$ cat config.mk
export PLATFORM = sky130hd
export DESIGN_NAME = prt_timer
export DESIGN_NICKNAME = d
export VERILOG_FILES = /design/src/hdl/prt_pkg.sv /design/src/hdl/prt_timer.sv
export SDC_FILE = /design/constraint.sdc
export NUM_CORES = 1
export LEC_CHECK = 0
export BUFFER_PORTS_ARGS = -buffer_cell sky130_fd_sc_hd__clkbuf_2
export CAP_MARGIN = 20
export CORE_UTILIZATION = 50
export DETAILED_ROUTE_END_ITERATION = 12
export PLACE_DENSITY = 0.7
export SETUP_SLACK_MARGIN = 0.3
export SYNTH_ARGS = -nofsm -noshare
export SYNTH_HDL_FRONTEND = slang
export SYNTH_SLANG_ARGS = --single-unit
export TNS_END_PERCENT = 100
$ cat constraint.sdc
create_clock -name clk -period 3.9 [get_ports clk]
set_input_delay 0.195 -clock clk [delete_from_list [all_inputs] [get_ports clk]]
set_output_delay 0.195 -clock clk [all_outputs]
set_load 0.01 [all_outputs]
$ cat src/hdl/prt_pkg.sv
// Package for the prescaled reload timer: register indices, field positions,
// reset values and the reference-tick timing constants.
// Assumes a 32-bit APB slave with one aligned word per register index.
package prt_pkg;

  // Register indices; byte address is four times the index
  localparam logic [5:0] IDX_MODE     = 6'h2a;
  localparam logic [5:0] IDX_PRE_LO   = 6'h2b;
  localparam logic [5:0] IDX_RLD_HI   = 6'h2c;
  localparam logic [5:0] IDX_RLD_LO   = 6'h2d;
  localparam logic [5:0] IDX_CNT_HI   = 6'h2e;
  localparam logic [5:0] IDX_CNT_LO   = 6'h2f;
  localparam logic [5:0] IDX_CTRL     = 6'h3c;
  localparam logic [5:0] IDX_STATUS   = 6'h3d;

  // Mode register fields
  localparam int MODE_AUTO_BIT    = 7;
  localparam int MODE_GATE_HI     = 6;
  localparam int MODE_GATE_LO     = 5;
  localparam int MODE_RESTART_BIT = 4;

  // Control register fields
  localparam int CTRL_START_BIT = 0;
  localparam int CTRL_HALT_BIT  = 1;
  localparam int CTRL_EVEN_BIT  = 2;
  localparam int CTRL_MULTI_BIT = 3;
  localparam int CTRL_INIT_BIT  = 4;

  // Status register fields
  localparam int STAT_ACTIVE_BIT = 0;
  localparam int STAT_IRQ_BIT    = 1;

  // Gating source encodings
  localparam logic [1:0] GATE_NONE = 2'h0;
  localparam logic [1:0] GATE_SIG  = 2'h1;
  localparam logic [1:0] GATE_AUX  = 2'h2;
  localparam logic [1:0] GATE_A3   = 2'h3;

  // Reset values
  localparam logic [7:0] RST_BYTE = 8'h00;

  // Received-bit stop points for automatic start
  localparam logic [2:0] STOP_BITS_106   = 3'h5;
  localparam logic [2:0] STOP_BITS_OTHER = 3'h4;

  // Reference tick: 13.56 MHz made from the system clock by a fraction
  localparam int REF_KHZ       = 13560;
  localparam int CLK_PERIOD_PS = 8000;
  localparam int CLK_KHZ       = 1000000000 / CLK_PERIOD_PS;
  localparam logic [16:0] FRAC_INC = 17'(REF_KHZ);
  localparam logic [16:0] FRAC_MOD = 17'(CLK_KHZ);

endpackage

$ cat src/hdl/prt_timer.sv
// Prescaled reload timer with its APB register slave.
// Assumes a 125 MHz clk; gate pins arrive asynchronously, protocol
// event inputs come from logic on the same clock.
// Reset values come from the package; the counter resets to zero.
//
// Contract
// - Two-bit gate field: none, signal input, auxiliary pin, or address pin A3.
// - In gated mode the active flag shows the enable, not the gate level.
// - With auto reload set the counter reloads at zero and keeps counting.
// - With auto reload clear the counter stops at zero and sets the irq flag.
// - Prescale value is the mode nibble above the prescale low byte, 12 bits.
// - Odd mode: tick rate is 13.56 MHz over twice prescale plus one.
// - Even mode: tick rate is 13.56 MHz over twice prescale plus two.
// - Even divide select is zero after reset.
// - Reload value is 16 bits in a high and a low byte register.
// - Every start event copies the reload value into the counter.
// - Reload writes do not touch a running count; used at next start.
// - Two read-only registers return the live counter high and low bytes.
// - Auto start fires on end of transmit or field on with initial field enabled.
// - Auto start without multi receive stops after bit 5 (106 modes) or 4.
// - Auto start with multi receive never stops on reception; halt does, or zero with auto reload clear.
//
// The APB interface to the registers was decided locally.
`timescale 1ns/100ps

module prt_timer
  import prt_pkg::*;
#(
  parameter int ADDR_W = 8
) (
  input  wire logic              clk,
  input  wire logic              arst_n,
  input  wire logic              ce,
  input  wire logic              psel,
  input  wire logic              penable,
  input  wire logic              pwrite,
  input  wire logic [ADDR_W-1:0] paddr,
  input  wire logic [31:0]       pwdata,
  output logic                   pready,
  output logic [31:0]            prdata,
  output logic                   pslverr,
  input  wire logic              signal_input_pin,
  input  wire logic              auxiliary_pin_one,
  input  wire logic              addr_a3_pin,
  input  wire logic              tx_end,
  input  wire logic              field_on,
  input  wire logic              rx_bit,
  input  wire logic              rx_106_mode,
  output logic                   timer_active_flag,
  output logic                   timer_irq_flag
);

  typedef struct packed {
    // Gate pin synchroniser stages
    logic [2:0]  gate_meta;
    logic [2:0]  gate_sync;
    // Timer core
    logic [16:0] frac;
    logic [12:0] pre_cnt;
    logic [15:0] count;
    logic        running;
    logic [2:0]  rx_bits;
    logic        irq;
    // Software-visible registers
    logic [7:0]  mode;
    logic [7:0]  pre_lo;
    logic [7:0]  rld_hi;
    logic [7:0]  rld_lo;
    logic        even_sel;
    logic        multi_rx;
    logic        init_field;
    // APB answer
    logic        ready;
    logic [31:0] rdata;
    logic        slverr;
  } prt_state_t;

  prt_state_t s_r;
  prt_state_t s_nxt;

  logic [1:0]  rst_sync_r;
  logic        rst_n;

  // APB decode
  logic        acc_wr;
  logic        acc_rd;
  logic [5:0]  acc_idx;
  logic        mapped;
  logic [31:0] rd_word;
  // Timer datapath
  logic        gate_ok;
  logic        ref_tick;
  logic        timer_tick;
  logic [11:0] prescale_value;
  logic [12:0] pre_limit;
  logic        sw_start;
  logic        halt_now;
  logic        auto_start;
  logic        start_evt;
  logic        count_zero;
  logic [2:0]  rx_limit;
  logic [17:0] frac_sum;

  // Word index of an APB byte address
  function automatic logic [5:0] reg_index(input logic [ADDR_W-1:0] a);
    reg_index = a[7:2];
  endfunction

  // True when an index names a register of this block
  function automatic logic idx_mapped(input logic [5:0] i);
    idx_mapped = (i >= IDX_MODE && i <= IDX_CNT_LO) || i == IDX_CTRL || i == IDX_STATUS;
  endfunction

  // Gate source field of a mode byte
  function automatic logic [1:0] gate_field(input logic [7:0] m);
    gate_field = m[MODE_GATE_HI:MODE_GATE_LO];
  endfunction

  // Reload word from its two bytes; loaded on start and on auto reload
  function automatic logic [15:0] reload_word(input logic [7:0] hi, input logic [7:0] lo);
    reload_word = {hi, lo};
  endfunction

  // Reset release through two flops so deassertion is clean
  // The first stage may settle late; nothing but the second reads it
  always_ff @(posedge clk or negedge arst_n) begin
    if (!arst_n) begin
      rst_sync_r <= 2'h0;
    end else begin
      rst_sync_r <= {rst_sync_r[0], 1'b1};
    end
  end

  assign rst_n = rst_sync_r[1];

  // Next-state logic for all timer and register state
  always_comb begin
    s_nxt          = s_r;
    acc_idx        = reg_index(paddr);
    mapped         = idx_mapped(acc_idx);
    // Write lands on the edge where the master sees pready
    acc_wr         = psel && penable && s_r.ready && pwrite && mapped;
    acc_rd         = psel && penable && !s_r.ready && !pwrite;
    rd_word        = 32'h0000_0000;
    gate_ok        = 1'b1;
    ref_tick       = 1'b0;
    timer_tick     = 1'b0;
    prescale_value = {s_r.mode[3:0], s_r.pre_lo};
    pre_limit      = 13'h0000;
    sw_start       = 1'b0;
    halt_now       = 1'b0;
    auto_start     = 1'b0;
    start_evt      = 1'b0;
    count_zero     = 1'b0;
    rx_limit       = STOP_BITS_OTHER;

    // Gate pins pass two flops; only the second stage is read
    s_nxt.gate_meta = {addr_a3_pin, auxiliary_pin_one, signal_input_pin};
    s_nxt.gate_sync = s_r.gate_meta;

    // Gate source select; the active flag never feeds back here
    // Gating acts after the synchroniser, two clocks after the pin moves
    if (gate_field(s_r.mode) == GATE_SIG) begin
      gate_ok = s_r.gate_sync[0];
    end else if (gate_field(s_r.mode) == GATE_AUX) begin
      gate_ok = s_r.gate_sync[1];
    end else if (gate_field(s_r.mode) == GATE_A3) begin
      gate_ok = s_r.gate_sync[2];
    end else begin
      gate_ok = 1'b1;
    end

    // Fractional accumulator makes a 13.56 MHz enable from 125 MHz;
    // tick edges jitter by one clk but the long-run rate is exact
    // The sum is one bit wider: near the modulus it overflows 17 bits
    frac_sum = 18'(s_r.frac) + 18'(FRAC_INC);
    if (frac_sum >= 18'(FRAC_MOD)) begin
      s_nxt.frac = 17'(frac_sum - 18'(FRAC_MOD));
      ref_tick   = 1'b1;
    end else begin
      s_nxt.frac = 17'(frac_sum);
    end

    // Divide by 2P+1 in odd mode, 2P+2 in even mode
    // pre_cnt is one bit wider than the prescale value so 2P+1 fits
    if (s_r.even_sel) begin
      pre_limit = {prescale_value, 1'b1};
    end else begin
      pre_limit = {prescale_value, 1'b0};
    end

    // Prescaler and counter hold while the gate is low
    if (s_r.running && gate_ok && ref_tick) begin
      if (s_r.pre_cnt >= pre_limit) begin
        s_nxt.pre_cnt = 13'h0000;
        timer_tick    = 1'b1;
      end else begin
        s_nxt.pre_cnt = s_r.pre_cnt + 13'h0001;
      end
    end

    // Software writes to the control register: start and halt strobes
    if (acc_wr && acc_idx == IDX_CTRL) begin
      sw_start = pwdata[CTRL_START_BIT];
      halt_now = pwdata[CTRL_HALT_BIT];
    end

    // Protocol-driven start
    auto_start = s_r.mode[MODE_AUTO_BIT] && (tx_end || (field_on && s_r.init_field));
    start_evt  = sw_start || auto_start;

    // Counter: reaching zero either reloads or stops
    // A reload of zero still gives one tick before the flag
    count_zero = (s_r.count == 16'h0001) || (s_r.count == 16'h0000);
    if (timer_tick) begin
      if (count_zero) begin
        s_nxt.irq = 1'b1;
        if (s_r.mode[MODE_RESTART_BIT]) begin
          s_nxt.count = reload_word(s_r.rld_hi, s_r.rld_lo);
        end else begin
          s_nxt.count   = 16'h0000;
          s_nxt.running = 1'b0;
        end
      end else begin
        s_nxt.count = s_r.count - 16'h0001;
      end
    end

    // Receive bits stop an auto-started timer unless multi receive is on
    // Only bits seen while running count; each start clears the tally
    rx_limit = rx_106_mode ? STOP_BITS_106 : STOP_BITS_OTHER;
    if (s_r.running && s_r.mode[MODE_AUTO_BIT] && !s_r.multi_rx && rx_bit) begin
      s_nxt.rx_bits = s_r.rx_bits + 3'h1;
      if (s_r.rx_bits + 3'h1 >= rx_limit) begin
        s_nxt.running = 1'b0;
      end
    end

    // Halt beats a running count; a start in the same write wins
    // Halt is only a strobe; an irq raised in the same cycle stays
    if (halt_now) begin
      s_nxt.running = 1'b0;
    end
    if (start_evt) begin
      s_nxt.count   = reload_word(s_r.rld_hi, s_r.rld_lo);
      s_nxt.pre_cnt = 13'h0000;
      s_nxt.rx_bits = 3'h0;
      s_nxt.running = 1'b1;
    end

    // Register writes; reload bytes only stored, the count is untouched
    // Count registers take writes without effect
    if (acc_wr) begin
      if (acc_idx == IDX_MODE) begin
        s_nxt.mode = pwdata[7:0];
      end else if (acc_idx == IDX_PRE_LO) begin
        s_nxt.pre_lo = pwdata[7:0];
      end else if (acc_idx == IDX_RLD_HI) begin
        s_nxt.rld_hi = pwdata[7:0];
      end else if (acc_idx == IDX_RLD_LO) begin
        s_nxt.rld_lo = pwdata[7:0];
      end else if (acc_idx == IDX_CTRL) begin
        s_nxt.even_sel   = pwdata[CTRL_EVEN_BIT];
        s_nxt.multi_rx   = pwdata[CTRL_MULTI_BIT];
        s_nxt.init_field = pwdata[CTRL_INIT_BIT];
      end else if (acc_idx == IDX_STATUS) begin
        // Write one clears; a zero-reach in this cycle keeps the flag
        if (pwdata[STAT_IRQ_BIT] && !(timer_tick && count_zero)) begin
          s_nxt.irq = 1'b0;
        end
      end
    end

    // Read mux
    // Count bytes are read one at a time; a tick between reads can tear the pair
    if (acc_idx == IDX_MODE) begin
      rd_word[7:0] = s_r.mode;
    end else if (acc_idx == IDX_PRE_LO) begin
      rd_word[7:0] = s_r.pre_lo;
    end else if (acc_idx == IDX_RLD_HI) begin
      rd_word[7:0] = s_r.rld_hi;
    end else if (acc_idx == IDX_RLD_LO) begin
      rd_word[7:0] = s_r.rld_lo;
    end else if (acc_idx == IDX_CNT_HI) begin
      rd_word[7:0] = s_r.count[15:8];
    end else if (acc_idx == IDX_CNT_LO) begin
      rd_word[7:0] = s_r.count[7:0];
    end else if (acc_idx == IDX_CTRL) begin
      rd_word[CTRL_EVEN_BIT]  = s_r.even_sel;
      rd_word[CTRL_MULTI_BIT] = s_r.multi_rx;
      rd_word[CTRL_INIT_BIT]  = s_r.init_field;
    end else if (acc_idx == IDX_STATUS) begin
      rd_word[STAT_ACTIVE_BIT] = s_r.running;
      rd_word[STAT_IRQ_BIT]    = s_r.irq;
    end else begin
      rd_word = 32'h0000_0000;
    end

    // APB answer one cycle into the access phase
    // The wait state gives the read mux a registered cycle; pready lasts one clk
    s_nxt.ready  = psel && penable && !s_r.ready;
    s_nxt.slverr = psel && penable && !s_r.ready && !mapped;
    if (acc_rd) begin
      s_nxt.rdata = mapped ? rd_word : 32'h0000_0000;
    end
  end

  // Single state register; clock enable freezes everything
  // ce low also holds pready, so a frozen access simply waits
  always_ff @(posedge clk or negedge rst_n) begin
    if (!rst_n) begin
      // Counter has no defined reset value; zero keeps early reads stable
      s_r.gate_meta  <= 3'h0;
      s_r.gate_sync  <= 3'h0;
      s_r.frac       <= 17'h00000;
      s_r.pre_cnt    <= 13'h0000;
      s_r.count      <= 16'h0000;
      s_r.running    <= 1'b0;
      s_r.rx_bits    <= 3'h0;
      s_r.irq        <= 1'b0;
      s_r.mode       <= RST_BYTE;
      s_r.pre_lo     <= RST_BYTE;
      s_r.rld_hi     <= RST_BYTE;
      s_r.rld_lo     <= RST_BYTE;
      s_r.even_sel   <= 1'b0;
      s_r.multi_rx   <= 1'b0;
      s_r.init_field <= 1'b0;
      s_r.ready      <= 1'b0;
      s_r.rdata      <= 32'h0000_0000;
      s_r.slverr     <= 1'b0;
    end else if (ce) begin
      s_r <= s_nxt;
    end
  end

  // Outputs straight from state flops
  // so nothing glitches while the next state settles
  assign pready            = s_r.ready;
  assign prdata            = s_r.rdata;
  assign pslverr           = s_r.slverr;
  assign timer_active_flag = s_r.running;
  assign timer_irq_flag    = s_r.irq;

endmodule // prt_timer

Word level (Yosys, flattened, before mapping). Index checks and enable logic that the tools add are counted. W data, S select, Z words.

Flip-flop bits (word level): 128. Bits in latches: 0. Memory bits (writable): 0. ROM bits: 0. Input bits: 53. Output and inout port bits: 36. Logic and storage cells: 137. Memories: 0.

Add/sub/neg operators: 5. Multiply operators: 0. Divide/modulo/power cells: 0. $lt $le $gt $ge: 5. Equal/unequal tests: 12. Shifts and indexed selects: 0. Multiplexer cells: 51. Bitwise operators: 4. Reductions and logical operators: 41.

Operators with widths (number): $mux W8 (11); $eq A6 B6 Y1 const B (8); $mux W36 (1); $mux W17 (2); $mux W33 (1); $mux W16 (2); $mux W27 (1); $mux W13 (2); $mux W1 (23); $mux W19 (1); $add A17 B14 Y18 const B (1); $ge A18 B17 Y1 const B (1); $logic_and A1 B1 Y1 (18); $sub A17 B17 Y17 const B (1); $eq A16 B1 Y1 const B (1); $logic_not A16 Y1 (1); $sub A16 B1 Y16 const B (1); $add A13 B1 Y13 const B (1); $ge A13 B13 Y1 (1); $mux W11 (1); $mux W3 (3); $reduce_and A2 Y1 (4); $reduce_and A7 Y1 (1); $ge A6 B6 Y1 const B (1); other kinds (15) (30).

Longest topological paths before layout.
Word-level depth: 18. Depth in mapped cells: 13.

Least setup slack after synthesis. No wires, ideal clock.

Path kind: reg-to-reg. From: register s_r[106] (netlist name). To: register s_r[82] (netlist name). Setup time: 126 ps. Data arrival time: 2889 ps. Setup slack: 885 ps. Stages on the path, launching flop included: 13. Buffers on the path: 2. Clock period less this slack: 3015 ps. Cell sequence: dfrtp_1 -> clkbuf_1 -> inv_1 -> ha_1 -> or4b_4 -> a31oi_4 -> or2_4 -> nand3_2 -> a2bb2oi_2 -> buf_6 -> nor3b_4 -> o21a_4 -> a221o_1.

Cells in the longest elaborated chain, start to end: 7.

Ends and longest elaborated chain: start: declaration (RTL line prt_timer.sv:78) `prt_state_t s_r;`; start signal: assignment (RTL line prt_timer.sv:332) `s_r <= s_nxt;`; $add A17 B14 Y18 (RTL line prt_timer.sv:176) `frac_sum = 18'(s_r.frac) + 18'(FRAC_INC);`; $ge A18 B17 Y1 (RTL line prt_timer.sv:177) `if (frac_sum >= 18'(FRAC_MOD)) begin`; $mux W1 (RTL line prt_timer.sv:177); $logic_and A1 B1 Y1 (RTL line prt_timer.sv:193) `if (s_r.running && gate_ok && ref_tick) begin`; $mux W1 (RTL line prt_timer.sv:193); $reduce_bool A2 Y1 (no source line); $reduce_and A2 Y1 (no source line).

Every way passes these cells. A chain may end at the register's enable or synchronous reset.

Final worst setup path.
From: register s_r[107] (netlist name). To: register s_r[114] (netlist name).

Cells in the longest elaborated chain, start to end: 3. Elaborated cells on any way between the ends: 4. Those cells by class: add/sub: 2; order compare: 1; mux: 1.

Ends and longest elaborated chain (RTL line): $add A17 B14 Y18 * (prt_timer.sv:176); $sub A17 B17 Y17 or $ge A18 B17 Y1 (tied branches) (prt_timer.sv:178, prt_timer.sv:177); $mux W17 * (prt_timer.sv:177).

Mark *: on every way between the ends. The rest lies on a longest branch, timed or not.

==> results summary <==
The flow ran to the end, and the final reports show no timing, DRC or antenna violations. The max-slew violation count was 0. The category of the worst setup path launch point is a register. The number of enable-type register cells in the synthesized netlist came out at 0. Yosys attributes the largest share of cell area to sky130_fd_sc_hd__dfrtp_1, sky130_fd_sc_hd__mux2_2, sky130_fd_sc_hd__ha_1. During synthesis, Yosys emitted a total of 0 warnings. Of the total synthesized cell area, the portion taken by XOR and XNOR cells is 0.02554. After synthesis, the netlist uses 92 different library cells.

The CTS clock-pin slew for the worst setup and hold paths came out at 0.08 ns. The power density over the cells came out at between 600 and 700 nW/um^2. The family of cells with the greatest summed delay on the critical path is compound AO/OA/AOI/OAI gates. The cell chosen for the clock root is sky130_fd_sc_hd__clkbuf_16. The clock net in this run drives a total of between 100 and 150 sinks. The basic-gate share of the synthesized area counting and, or, nand and nor cells came out at 0.1863.

The final number of setup-violating endpoints is 0. At the pin with the least slew margin, the transition time is slightly above 0.9 ns. The worst slack at placement came out at 0.4668 ns. The final worst slack came out at around 0.50 ns. The async set-or-reset flop fraction in the synthesized netlist came out at 1.000. The most used flip-flop cell after synthesis is sky130_fd_sc_hd__dfrtp_1. Traced cell by cell, the critical path runs through inv_1 -> ha_1 -> nor4b_4 -> a21oi_1 -> o32ai_1 -> nor2_2 -> a2bb2oi_2 -> buf_4 -> nor3b_2 -> mux2i_1 -> xnor2_1.

The count of buffer and inverter cells on the critical path came out at 2. The growth of design area from synthesis to finish came out at 6.577%. The final setup skew came out at around 0.014 ns. Detailed routing placed a total of approximately 1.2 mm of wire on met3. The final wirelength came out at between 15 and 20 mm. In this run the deepest clock path goes through 2 buffers. The type of the worst min-delay path is primary input to register. The cell count after synthesis came out at 776. The placed wire-length estimate after detailed placement came out at roughly 13 mm. The count of port buffers added during placement came out at 38. The adder and majority cell fraction of the synthesized area is 0.03673. After filler insertion, the fill cell instance count of the layout stands at 1266.

The share of the synthesized area in compound gates (AO/OA/AOI/OAI) came out at 0.2269. Entering global routing, the biggest net connects 70 pins. The first global-routing pass estimated about 30 mm of wire.

The iteration count of the initial detailed-routing pass came out at 5. The detailed-route DRC error count is 0. The type of the setup path with the least slack is register to register. The repair_antennas step left the layout with diodes totalling 0. In the detailed route, the total length drawn on met2 is 8.679 mm. The via count of the first global-routing pass came to 5676.

For this design, the slowest cell found on the critical path is sky130_fd_sc_hd__dfrtp_1. Detailed routing inserted a total of approximately 6000 vias. After synthesis, the largest family of logic cells by area is compound AO/OA/AOI/OAI gates. The fraction of the yosys area taken by sequential cells is 0.3533. The library cells used most frequently in the layout, excluding fill and tap cells, are sky130_fd_sc_hd__dfrtp_1, sky130_fd_sc_hd__nand2_1, sky130_fd_sc_hd__nor2_1.

In the finished design, the share of the clock period the worst path needs comes to 0.8716. The y dimension of the die is 121.6 um. The initial antenna violation count came out at 0.

The setup TNS came out at 0 ns. The overall track demand over capacity in global routing came out at 0.2610. The worst-skew pair later-pin latency is between 0.3 and 0.4 ns.

The maximum net fanout on the critical path is 15. The starting density of the core came out at 0.5133. IR analysis of the VDD net gives a maximum drop of 0.3226 mV.

The total count of hold-check failures in the final report came out at 0. The total area inside the core boundary comes to between 10000 and 15000 um^2. For the finished layout, the period the worst path requires is roughly 3.4 ns. The multi-input combinational cells in the finished layout cover a total of 4105 um^2.

The routed wirelength normalized by instance count came out at about 19 um. The remaining max-slew budget at the tightest pin came out at 0.3873. The share of the synthesized area in the top cell type came out at 0.3533. The routability congestion estimate from global placement is 0.9055. In the final layout, flip-flops and latches occupy between 2000 and 3000 um^2. The area of the die is ~15000 um^2. The number of buffers added by the clock tree synthesis step is 9. Of the cells placed in the final design, the portion with a size suffix greater than 1 is 0.1841.

The die is between 100 and 150 um wide. Summed over all cells, the static leakage comes to approximately 3.3 nW. In this run the top signal layer used is met4. The remaining antenna violation count is 0.

Leaving out fill and tap cells, the most frequent cell in the layout is sky130_fd_sc_hd__dfrtp_1. The per-instance average area after synthesis came out at 9.218 um^2. Summed over all instances, the cell type with the most area after synthesis is sky130_fd_sc_hd__dfrtp_1. The maximum cell stage delay along the critical path is about 0.50 ns.

The flop and latch count out of synthesis came out at roughly 100. After the first detailed-routing iteration, the DRC count stood at ~580. The met1 routed wirelength after detailed routing came out at ~8 mm.

The number of placed I/O pins is between 80 and 90. Timing would allow up to around 290 MHz. TritonCTS built the clock tree. The total overflow left after global routing is 0. STA puts the critical path data arrival time at approximately 3.7 ns. At the worst endpoint, the required time is about 4.2 ns. Setup repair after global routing could not meet its margin everywhere. The worst setup path is captured at a register. The row count is 43. The count of max-cap constraint violations is 0. Measured against the total synthesized area, the mux share comes to 0.08414.

In the final design database the tool counted between 800 and 900 nets. In this run the cell area of the synthesized design comes to ~7200 um^2. The ratio of routed vias to standard cells came out at around 6.2.

The deepest level of the CTS H-tree came out at 3.
## layer usage
metal  up-vias  track usage
met4         0      0.09414
met1      2966       0.3656
li1       2829            -
met3        26      0.04213
met5         -            0
met2       206       0.4066
## repair_timing
action                                  4_1_cts  5_1_grt
setup buffers                                 0        1
resized for setup                             0        2
endpoints found under the setup margin        0       25
endpoints found under the hold margin         2        0
hold buffers                                  1        0
## state kept, by name, summed over array words and instances, names as in the netlist
| register | flops |
|---|---|
| prdata | 8 |
| pready | 1 |
| prescale_value | 12 |
| pslverr | 1 |
| rst_sync_r | 2 |
| s_nxt | 3 |
| s_r | 72 |
| timer_active_flag | 1 |
| timer_irq_flag | 1 |
## kinds of logic (layout without fill, tap and decap cells)
kind of cell / count (synthesis) / in the layout
AND/OR/NAND/NOR: 245 / 245
AO/OA/AOI/OAI: 220 / 220
buffers and inverters: 112 / 106
flip-flops: 101 / 101
multiplexers: 55 / 55
adder cells (fa/ha/maj): 21 / 21
XOR/XNOR: 20 / 20
other: 2 / 25
## synth_stat cells (all sizes together), types with 14 or more instances
master and count:
a21oi 29, dfrtp 101, inv 39, ha 21, nand3 24, mux2i 14
nor2 63, clkbuf 21, o32ai 16, buf 52, mux2 41, o21ai 55
xnor2 14, o21a 14, and3 14, nand2 63
## power breakdown
part           switching [mW]  internal [mW]  total (mW)
Sequential              0.413           1.25        1.66
Combinational            1.19          0.871        2.06
Clock                   0.470          0.521       0.991
Total                    2.08           2.64        4.72
## final timing paths
| check | start | end | slack [ns] | cells past startpoint |
|---|---|---|---|---|
| worst min register to register | rst_sync_r[0] | rst_sync_r[1] | 0.36 | 0 |
| worst max register to register | s_r[107] | s_r[114] | 0.50 | 11 |
| min in group asynchronous | arst_n | rst_sync_r[1] | 0.14 | 2 |
| max in group asynchronous | rst_sync_r[1] | s_r[38] | 2.47 | 1 |
| worst max-delay path | s_r[107] | s_r[114] | 0.50 | 11 |
| worst min-delay path | signal_input_pin | s_nxt[120] | 0.07 | 2 |
## worst register-to-register path, stage by stage, from the launching register on
cell and delay [ns]:
sky130_fd_sc_hd__dfrtp_1 0.50, sky130_fd_sc_hd__inv_1 0.16, sky130_fd_sc_hd__ha_1 0.34, sky130_fd_sc_hd__nor4b_4 0.37, sky130_fd_sc_hd__a21oi_1 0.12, sky130_fd_sc_hd__o32ai_1 0.43, sky130_fd_sc_hd__nor2_2 0.14, sky130_fd_sc_hd__a2bb2oi_2 0.37
sky130_fd_sc_hd__buf_4 0.29, sky130_fd_sc_hd__nor3b_2 0.22, sky130_fd_sc_hd__mux2i_1 0.25, sky130_fd_sc_hd__xnor2_1 0.14
## through the flow
| stage | hold slack [ns] | cell area [um^2] | instances | power [mW] | util |
|---|---|---|---|---|---|
| 6_report | 0.06733 | 7624 | 973 | 4.717 | 0.5471 |
| 5_1_grt | 0.07282 | 7624 | 973 | 5.035 | 0.5471 |
| 4_1_cts | 0.05868 | 7607 | 972 | 4.688 | 0.5459 |
| 3_5_place_dp | -0.01615 | 7272 | 955 | 3.690 | 0.5219 |
| 3_3_place_gp | -0.01870 | 7272 | 955 | 3.616 | 0.5219 |
| 2_1_floorplan | -0.1006 | 7239 | 799 | 3.307 | - |
## layout make-up
class	instances	area share
Timing Repair Buffer	51	0.03808
Inverter	39	0.01920
Sequential cell	101	0.3320
Clock buffer	9	0.02954
Clock inverter	7	0.01313
Tap cell	180	0.02954
Multi-Input combinational cell	586	0.5385
Power figures use the tool's default switching activity.
